<file path="src/instr_decode_pkg.sv">
// constants and carrier types for the serial instruction decoder
// assumes a single 50 MHz clock domain and an active-low async reset
package instr_decode_pkg;

    localparam int unsigned BYTE_BITS = 8;
    localparam logic [2:0]  BIT_LAST  = 3'h7;

    // transfer direction held in the top command bit
    localparam logic DIR_READ  = 1'b0;
    localparam logic DIR_WRITE = 1'b1;

    // internal register codes in the register select field
    localparam logic [1:0] REG_RESULT    = 2'h0;
    localparam logic [1:0] REG_CONFIG    = 2'h1;
    localparam logic [1:0] REG_OFFSET    = 2'h2;
    localparam logic [1:0] REG_FULLSCALE = 2'h3;

    // byte index with no register byte behind it
    localparam logic [1:0] BYTE_NONE = 2'h3;
    localparam logic [1:0] BYTE_STEP = 2'h1;
    localparam logic [1:0] COUNT_ONE = 2'h0;

    // reads of unmapped bytes return this filler
    localparam logic [7:0] READ_FILL = 8'h00;

    // byte order steering level
    localparam logic ORDER_DESCEND = 1'b0;

    typedef enum logic {
        ST_COMMAND = 1'b0,
        ST_DATA    = 1'b1
    } phase_e;

    // command byte as shifted in, top bit first
    typedef struct packed {
        logic       write;
        logic       byte_count_high;
        logic       byte_count_low;
        logic       fullscale_polarity_select;
        logic       register_select_high;
        logic       register_select_low;
        logic       start_byte_high;
        logic       start_byte_low;
    } cmd_s;

    // internal register byte address presented to the register file
    typedef struct packed {
        logic       fullscale_polarity_select;
        logic [1:0] register_select;
        logic [1:0] byte_index;
    } addr_s;

endpackage

</file>
<file path="src/byte_shifter.sv">
// serial to parallel shifter: collects eight strobed bits, top bit first
// assumes bit_valid_i is a one-cycle strobe synchronous to clk_i
`timescale 1ns/1ns
module byte_shifter (
    // clock and reset
    input  wire logic       clk_i,
    input  wire logic       nrst_i,
    // serial input
    input  wire logic       bit_valid_i,
    input  wire logic       bit_i,
    // assembled byte
    output logic [7:0]      byte_o,
    output logic            done_o
);
    logic [7:0] byte_q;
    logic [2:0] cnt_q;
    logic       done_q;
    wire        last_bit = bit_valid_i && (cnt_q == instr_decode_pkg::BIT_LAST);

    always_ff @(posedge clk_i or negedge nrst_i) begin
        if (!nrst_i) begin
            byte_q <= 8'h00;
            cnt_q  <= 3'h0;
            done_q <= 1'b0;
        end else begin
            done_q <= last_bit;
            if (bit_valid_i) begin
                byte_q <= {byte_q[6:0], bit_i};
                cnt_q  <= cnt_q + 3'h1;
            end
        end
    end

    assign byte_o = byte_q;
    assign done_o = done_q;

endmodule

</file>
<file path="src/serial_instruction_decoder.sv">
// serial instruction decoder: takes the command byte of every
// communication cycle and steers the data phase that follows it
// assumes bits arrive as synchronous strobes at least four cycles apart
`timescale 1ns/1ns

// How it works
// [RL1] eight-bit command byte opens each cycle
// [RL2] top bit: zero read, one write
// [RL3] bits six, five give one to four bytes
// [RL4] bit four picks positive or negative fullscale
// [RL5] bits three, two register; one, zero start byte
// [RL6] codes 0000-0010 select result bytes zero-two
// [RL7] codes 0100, 0101 select configuration bytes zero, one
// [RL8] 0110 config two; 10xx offset; 11xx fullscale
// [RL9] command phase, data phase, then wait again
// [RL10] byte order descends or ascends by direction bit
// [RL11] unassigned byte codes perform no register access
module serial_instruction_decoder (
    // clock and reset
    input  wire logic                    clk_i,
    input  wire logic                    nrst_i,
    // serial port, bit level
    input  wire logic                    bit_valid_i,
    input  wire logic                    bit_i,
    output logic                         sdo_o,
    output logic                         sdo_oe_o,
    // configuration level from the configuration register
    input  wire logic                    byte_direction_i,
    // register file access
    output instr_decode_pkg::addr_s      addr_o,
    output logic                         addr_valid_o,
    output logic                         wr_stb_o,
    output logic [7:0]                   wr_data_o,
    input  wire logic [7:0]              rd_byte_i,
    // phase status
    output logic                         data_phase_o,
    output logic                         write_o
);
    instr_decode_pkg::phase_e state_q;
    instr_decode_pkg::addr_s  addr_q;
    logic       dir_q;
    logic [1:0] left_q;
    logic       load_q;
    logic [7:0] tx_q;
    logic       wr_stb_q;
    logic [7:0] wr_data_q;

    logic [7:0] rx_byte;
    logic       rx_done;

    byte_shifter u_shift (
        .clk_i       (clk_i),
        .nrst_i      (nrst_i),
        .bit_valid_i (bit_valid_i),
        .bit_i       (bit_i),
        .byte_o      (rx_byte),
        .done_o      (rx_done)
    );

    // decode of the freshly received byte as a command
    instr_decode_pkg::cmd_s cmd_w;
    assign cmd_w = instr_decode_pkg::cmd_s'(rx_byte);

    wire in_cmd   = (state_q == instr_decode_pkg::ST_COMMAND);
    wire in_data  = (state_q == instr_decode_pkg::ST_DATA);
    wire cmd_done = in_cmd && rx_done; // RL1
    wire dat_done = in_data && rx_done;
    wire last_byte = (left_q == instr_decode_pkg::COUNT_ONE);
    wire is_write = (dir_q == instr_decode_pkg::DIR_WRITE); // RL2
    wire mapped   = (addr_q.byte_index != instr_decode_pkg::BYTE_NONE); // RL11

    // command fields to register byte address
    wire [1:0] cmd_count = {cmd_w.byte_count_high,
                            cmd_w.byte_count_low}; // RL3
    wire [1:0] cmd_reg   = {cmd_w.register_select_high,
                            cmd_w.register_select_low}; // RL5
    wire [1:0] cmd_start = {cmd_w.start_byte_high,
                            cmd_w.start_byte_low}; // RL5
    instr_decode_pkg::addr_s cmd_addr;
    assign cmd_addr = '{fullscale_polarity_select:
                            cmd_w.fullscale_polarity_select, // RL4
                        register_select: cmd_reg, // RL6 RL7 RL8
                        byte_index: cmd_start};

    // next byte index in a multi-byte transfer
    wire descend = (byte_direction_i == instr_decode_pkg::ORDER_DESCEND);
    wire [1:0] idx_down = addr_q.byte_index - instr_decode_pkg::BYTE_STEP;
    wire [1:0] idx_up   = addr_q.byte_index + instr_decode_pkg::BYTE_STEP;
    wire [1:0] idx_next = descend ? idx_down : idx_up; // RL10

    wire more_bytes = dat_done && !last_byte;
    wire wr_take    = dat_done && is_write && mapped; // RL11
    wire load_next  = (cmd_done && !cmd_w.write)
                      || (more_bytes && !is_write);

    // phase sequencing
    always_ff @(posedge clk_i or negedge nrst_i) begin
        if (!nrst_i) begin
            state_q <= instr_decode_pkg::ST_COMMAND;
        end else begin
            case (state_q)
                instr_decode_pkg::ST_COMMAND: begin
                    if (rx_done) begin
                        state_q <= instr_decode_pkg::ST_DATA; // RL9
                    end
                end
                instr_decode_pkg::ST_DATA: begin
                    if (rx_done && last_byte) begin
                        state_q <= instr_decode_pkg::ST_COMMAND; // RL9
                    end
                end
                default: state_q <= instr_decode_pkg::ST_COMMAND;
            endcase
        end
    end

    // command capture and byte stepping
    always_ff @(posedge clk_i or negedge nrst_i) begin
        if (!nrst_i) begin
            addr_q <= '0;
            dir_q  <= instr_decode_pkg::DIR_READ;
            left_q <= instr_decode_pkg::COUNT_ONE;
        end else if (cmd_done) begin
            addr_q <= cmd_addr; // RL1
            dir_q  <= cmd_w.write; // RL2
            left_q <= cmd_count; // RL3
        end else if (more_bytes) begin
            addr_q.byte_index <= idx_next; // RL10
            left_q <= left_q - instr_decode_pkg::BYTE_STEP;
        end
    end

    // write data towards the register file
    always_ff @(posedge clk_i or negedge nrst_i) begin
        if (!nrst_i) begin
            wr_stb_q  <= 1'b0;
            wr_data_q <= 8'h00;
        end else begin
            wr_stb_q <= wr_take;
            if (wr_take) begin
                wr_data_q <= rx_byte;
            end
        end
    end

    // read data: load a byte at each read byte start, shift per bit
    wire [7:0] rd_fill = mapped ? rd_byte_i : instr_decode_pkg::READ_FILL;
    always_ff @(posedge clk_i or negedge nrst_i) begin
        if (!nrst_i) begin
            load_q <= 1'b0;
            tx_q   <= 8'h00;
        end else begin
            load_q <= load_next;
            if (load_q) begin
                tx_q <= rd_fill; // RL11
            end else if (bit_valid_i && in_data && !is_write) begin
                tx_q <= {tx_q[6:0], 1'b0};
            end
        end
    end

    assign sdo_o        = tx_q[7];
    assign sdo_oe_o     = in_data && !is_write;
    assign addr_o       = addr_q;
    assign addr_valid_o = in_data && mapped;
    assign wr_stb_o     = wr_stb_q;
    assign wr_data_o    = wr_data_q;
    assign data_phase_o = in_data;
    assign write_o      = dir_q;
endmodule

</file>
<file path="config.mk">
export PLATFORM = sky130hd
export DESIGN_NAME = serial_instruction_decoder
export DESIGN_NICKNAME = d
export VERILOG_FILES = /design/src/instr_decode_pkg.sv /design/src/byte_shifter.sv /design/src/serial_instruction_decoder.sv
export SDC_FILE = /design/constraint.sdc
export NUM_CORES = 1
export LEC_CHECK = 0
export CAP_MARGIN = 10
export CELL_PAD_IN_SITES_DETAIL_PLACEMENT = 0
export CELL_PAD_IN_SITES_GLOBAL_PLACEMENT = 1
export CORE_UTILIZATION = 49
export CTS_CLUSTER_DIAMETER = 100
export DETAILED_ROUTE_END_ITERATION = 6
export DONT_BUFFER_PORTS = 1
export GPL_TIMING_DRIVEN = 1
export HOLD_SLACK_MARGIN = 0.1
export PLACE_DENSITY_LB_ADDON = 0.05
export SYNTH_ARGS = -nofsm -noshare
export SYNTH_HDL_FRONTEND = slang
export SYNTH_SLANG_ARGS = --single-unit
</file>
<file path="constraint.sdc">
create_clock -name clk_i -period 1.7 [get_ports clk_i]
set_input_delay 0.17 -clock clk_i [delete_from_list [all_inputs] [get_ports clk_i]]
set_output_delay 0.17 -clock clk_i [all_outputs]
set_load 0.1 [all_outputs]
</file>
### Yosys cells after proc, flatten, opt, wreduce, memory -nomap -nowiden

Cells that the tools add are included.

| word-level totals | value |
|---|---|
| register bits | 39 |
| bits of input ports | 13 |
| output and inout bits | 19 |
| logic and storage cells | 51 |

| operators by class | value |
|---|---|
| $add $sub $neg | 4 |
| equality and inequality tests | 2 |
| multiplexer cells | 11 |
| bitwise gates (word level) | 1 |
| reductions and logical operators | 20 |

Operators with widths:

| operator | number |
|---|---|
| $mux 8 | 3 |
| $logic_and 1x1->1 | 13 |
| $mux 2 | 5 |
| $reduce_bool 2->1 | 2 |
| $sub 2x1->2 const B | 2 |
| $add 3x1->3 const B | 1 |
| $eq 3x3->1 const B | 1 |
| $logic_not 1->1 | 3 |
| $add 2x1->2 const B | 1 |
| $logic_not 2->1 | 1 |
| $mux 1 | 2 |
| $ne 2x2->1 const B | 1 |
| $pmux 1 s2 | 1 |
| $logic_or 1x1->1 | 1 |
| $not 1->1 | 1 |

### Longest topological paths before layout

| depth | value |
|---|---|
| word-level depth | 5 |
| mapped depth | 5 |
| depth with buffers taken out | 5 |

### Modules after synthesis

Synthesis repeated with hierarchy kept, for this count alone.

| unflattened totals | value |
|---|---|
| cells, all modules | 127 |
| area total of the unflattened synthesis | 1721.7 um^2 |

Modules (own cells, without submodules):

| module | times used | cells an instance | area each (um^2) | sequential area each (um^2) |
|---|---|---|---|---|
| serial_instruction_decoder | 1 | 100 | 1226.2 | 675.6 |
| byte_shifter | 1 | 27 | 495.5 | 300.3 |

### Least setup slack after synthesis

OpenSTA, ideal clock, no wires.

| path | value |
|---|---|
| kind | register -> register |
| from | register state_q (netlist: data_phase_o) |
| to | register wr_data_q[0] (netlist: wr_data_o[0]) |
| setup time | 125 ps |
| arrival time | 2745 ps |
| data required time | 1575 ps |
| path slack | -1171 ps |
| cell stages (with the launch flop) | 5 |
| buffers on the path | 1 |
| period minus slack after synthesis | 2871 ps |
| path through | dfrtp_1 > a21boi_2 > and3_1 > buf_6 > mux2_2 |

| between the ends | value |
|---|---|
| word-level cells in the longest chain between the ends | 3 |

Ends and longest elaborated chain:

| item | RTL line | text |
|---|---|---|
| start: declaration | serial_instruction_decoder.sv:39 | `instr_decode_pkg::phase_e state_q;` |
| start signal: assignment | serial_instruction_decoder.sv:99 | `state_q <= instr_decode_pkg::ST_COMMAND;` |
| start signal: assignment | serial_instruction_decoder.sv:104 | `state_q <= instr_decode_pkg::ST_DATA;` |
| start signal: assignment | serial_instruction_decoder.sv:109 | `state_q <= instr_decode_pkg::ST_COMMAND;` |
| $logic_and 1x1->1 | serial_instruction_decoder.sv:67 | `wire dat_done = in_data && rx_done;` |
| $logic_and 1x1->1 (2 in series) | serial_instruction_decoder.sv:92 | `wire wr_take = dat_done && is_write && mapped;` |
| via wr_take | serial_instruction_decoder.sv:92 |  |
| end signal: assignment | serial_instruction_decoder.sv:141 | `wr_data_q <= rx_byte;` |
| end: declaration | serial_instruction_decoder.sv:46 | `logic [7:0] wr_data_q;` |

The timed path passes the listed nets, and every way through them passes these cells.
A chain may end at the register's enable or synchronous reset.

### Worst setup path in the final report

| path | value |
|---|---|
| from | register dir_q (netlist: write_o) |
| to | output sdo_oe_o |

| between the ends | value |
|---|---|
| word-level cells in the longest chain between the ends | 2 |

Ends and longest elaborated chain:

| item | RTL line | text |
|---|---|---|
| start: declaration | serial_instruction_decoder.sv:41 | `logic dir_q;` |
| start signal: assignment | serial_instruction_decoder.sv:121 | `dir_q <= instr_decode_pkg::DIR_READ;` |
| start signal: assignment | serial_instruction_decoder.sv:125 | `dir_q <= cmd_w.write;` |
| $logic_not 1->1 | serial_instruction_decoder.sv:163 | `assign sdo_oe_o = in_data && !is_write;` |
| $logic_and 1x1->1 | serial_instruction_decoder.sv:163 |  |
| end: declaration | serial_instruction_decoder.sv:26 | `output logic sdo_oe_o,` |

No other way between the ends.

==> flow_metrics.env <==
export IMPL_fillers=241
export IMPL_vias=1086
export IMPL_rsz0062_at_grt="yes"
export IMPL_grt_antenna_before_repair=0
export IMPL_status="finished, final reports clean"
export IMPL_dpl_hpwl_um=2070
export IMPL_worst_pin_slew_ps=541
export IMPL_crit_start="write_o$_DFFE_PN0P_"
export IMPL_seq_area_frac_synth_pct=58.8
export IMPL_fin_nets=178
export IMPL_synth_warnings=0
export IMPL_diodes=0
export IMPL_start_util_pct=53.0
export IMPL_grt_pass1_vias=1131
export IMPL_skew_ps=5.60
export IMPL_cp_arrival_ps=1480
export IMPL_portBuffers=0
export IMPL_drtIter0Drc=65
export IMPL_layout_commonest_cell="dfrtp_1"
export IMPL_wl_per_cell_um=15.1
export IMPL_routed_via_density=5.25
export IMPL_dp_cells=185
export IMPL_cts_htree_levels=2
export IMPL_first_pass_iters=4
export IMPL_fin_cells=207
export IMPL_timing_final_hold_violations=0
export IMPL_clock_sinks=39
export IMPL_die_area_sq_um=3620
export IMPL_synth_avg_cell_area_sq_um=13.5
export IMPL_cts_inserted_buffers=5
export IMPL_grt_ovfl_total=0
export IMPL_final_cell_mix="dfrtp_1, mux2_2, buf_4"
export IMPL_r2r_cells=3
export IMPL_root_buffer="clkbuf_4"
export IMPL_place_gp_congestion=0.754
export IMPL_setup_viol=0
export IMPL_utilization_pct=68.0
export IMPL_die_y_um=60.2
export IMPL_cp_max_fo=4
export IMPL_finish_instance_area_sq_um=2130
export IMPL_grt_pass1_wl_um=5230
export IMPL_reg2reg_to="tx_q[6]$_DFFE_PN0P_"
export IMPL_regToRegStartpoint="write_o$_DFFE_PN0P_"
export IMPL_syn_num_nets=139
export IMPL_fin_crit_ps=1650
export IMPL_endpoint="sdo_oe_o"
export IMPL_finalMaxSlewViolations=0
export IMPL_drc_errors=0
export IMPL_relSlewSlack_pct=63.9
export IMPL_synth_seq_cells=39
export IMPL_cts_tree="yes"
export IMPL_min_path_type="input port to flop"
export IMPL_synth_cell_types=26
export IMPL_syn_area_sq_um=1660
export IMPL_ant_nets=0
export IMPL_grt_max_degree=40
export IMPL_io_pins=32
export IMPL_wirelength_um=3130
export IMPL_crit_path_start_kind="flop"
export IMPL_area_growth_pct=28.3
export IMPL_fmax_mhz=608
export IMPL_critPathKind="flop to output port"
export IMPL_post_route_period_util_pct=96.8
export IMPL_r2r_setup_slack_ps=80
export IMPL_placed_area_sq_um=1900
export IMPL_synthCells=123
export IMPL_clkTransAtPathRegs_ps=120
export IMPL_core_area_sq_um=3130
export IMPL_die_x_um=60.2
export IMPL_rows=20
export IMPL_crit_path_end_kind="output port"
export IMPL_drv_cap=0
export IMPL_required_ps=1530
export IMPL_grt_usage_pct=20.6
export IMPL_worstSkewPairLatency_ps=350
export IMPL_clk_path_buf_depth=2
export IMPL_drive_above_1_share_pct=41.1
==> registers in the layout, indices dropped and copies added, names as in the netlist <==
signal	count
u_shift.byte_o	8
u_shift.cnt_q	3
load_q	1
write_o	1
u_shift.done_o	1
data_phase_o	1
wr_stb_o	1
wr_data_o	8
tx_q	8
left_q	2
addr_o	5
==> area by class of cell <==
class,instances,area (sq um),area share [%]
tap,44,55.1,2.59
timing repair buffer,36,344,16.2
clock buffer,6,51.3,2.41
sequential,39,986,46.3
multi-input combinational,75,657,30.9
inverter,5,18.8,0.882
clock inverter,2,16.3,0.764
==> timing repair <==
item | CTS | global route
setup endpoints to repair | 1 | 7
pin swaps | 0 | 0
hold buffers | 13 | 0
gates resized for setup | 2 | 3
buffers inserted | 0 | 1
hold endpoints to repair | 59 | 0
==> per-layer routing <==
metal / GRT usage, % / routed length [um] / up-vias
met1: 26.2 / 1390 / 534
met5: 0 / 0 / -
met4: 6.98 / 34 / 0
met3: 8.44 / 176 / 5
li1: - / - / 517
met2: 31.6 / 1530 / 30
==> metrics by stage <==
stage	setup TNS [ps]	hold slack, ps	worst slack (ps)
2_1_floorplan	-3780	-126	-434
3_3_place_gp	0	-125	78.8
3_5_place_dp	0	-125	44.7
4_1_cts	0	149	1.10
5_1_grt	-0.784	205	-0.784
6_report	0	161	54.3
==> worst min path at each step <==
| stage | from | end | slack (ps) | depth (start not counted) |
|---|---|---|---|---|
| final | byte_direction_i | addr_o[1]$_DFFE_PN0P_ | 160 | 3 |
| after floorplan | nrst_i | addr_o[0]$_DFFE_PN0P_ | -130 | 0 |
| after global placement | nrst_i | addr_o[0]$_DFFE_PN0P_ | -120 | 0 |
| after detailed placement | nrst_i | addr_o[0]$_DFFE_PN0P_ | -120 | 0 |
| after global routing | byte_direction_i | addr_o[1]$_DFFE_PN0P_ | 200 | 3 |
| after CTS | byte_direction_i | addr_o[1]$_DFFE_PN0P_ | 150 | 3 |
==> logic make-up (layout without fill, tap and decap cells) <==
| family | count (synthesis) | after routing | synth area share, % |
|---|---|---|---|
| xor gates and xnor gates | 2 | 2 | 1.06 |
| adders and majority gates | 3 | 3 | 2.26 |
| and+or+nand+nor | 21 | 21 | 7.01 |
| AOI/OAI and AO/OA | 20 | 20 | 8.60 |
| DFF | 39 | 39 | 58.8 |
| muxes | 29 | 29 | 19.6 |
| buffers and inverters | 9 | 49 | 2.64 |
==> Yosys cell counts, drive strengths merged <==
cell    instances  area (sq um)
a21boi          3          26.3
a21o            1          7.51
a21oi           5          25.0
a22o            7          61.3
and2            1          6.26
and3            1          6.26
buf             3          21.3
clkbuf          1          3.75
dfrtp          39           976
ha              3          37.5
inv             5          18.8
mux2           28           315
mux2i           1          10.0
nand2           3          11.3
nand2b          1          6.26
nand3b          5          37.5
nand4           1          6.26
nor2            6          22.5
nor2b           2          12.5
o211ai          1          7.51
o21ai           3          15.0
or4             1          7.51
xor2            2          17.5
==> critical path: stages, from the launching register on <==
cell	delay [ps]
dfrtp_4	640
buf_6	180
nor2b_4	120
buf_12	180
Power is not shown: default switching activity piles up to over one toggle a cycle in this logic, so the estimate is an artifact.
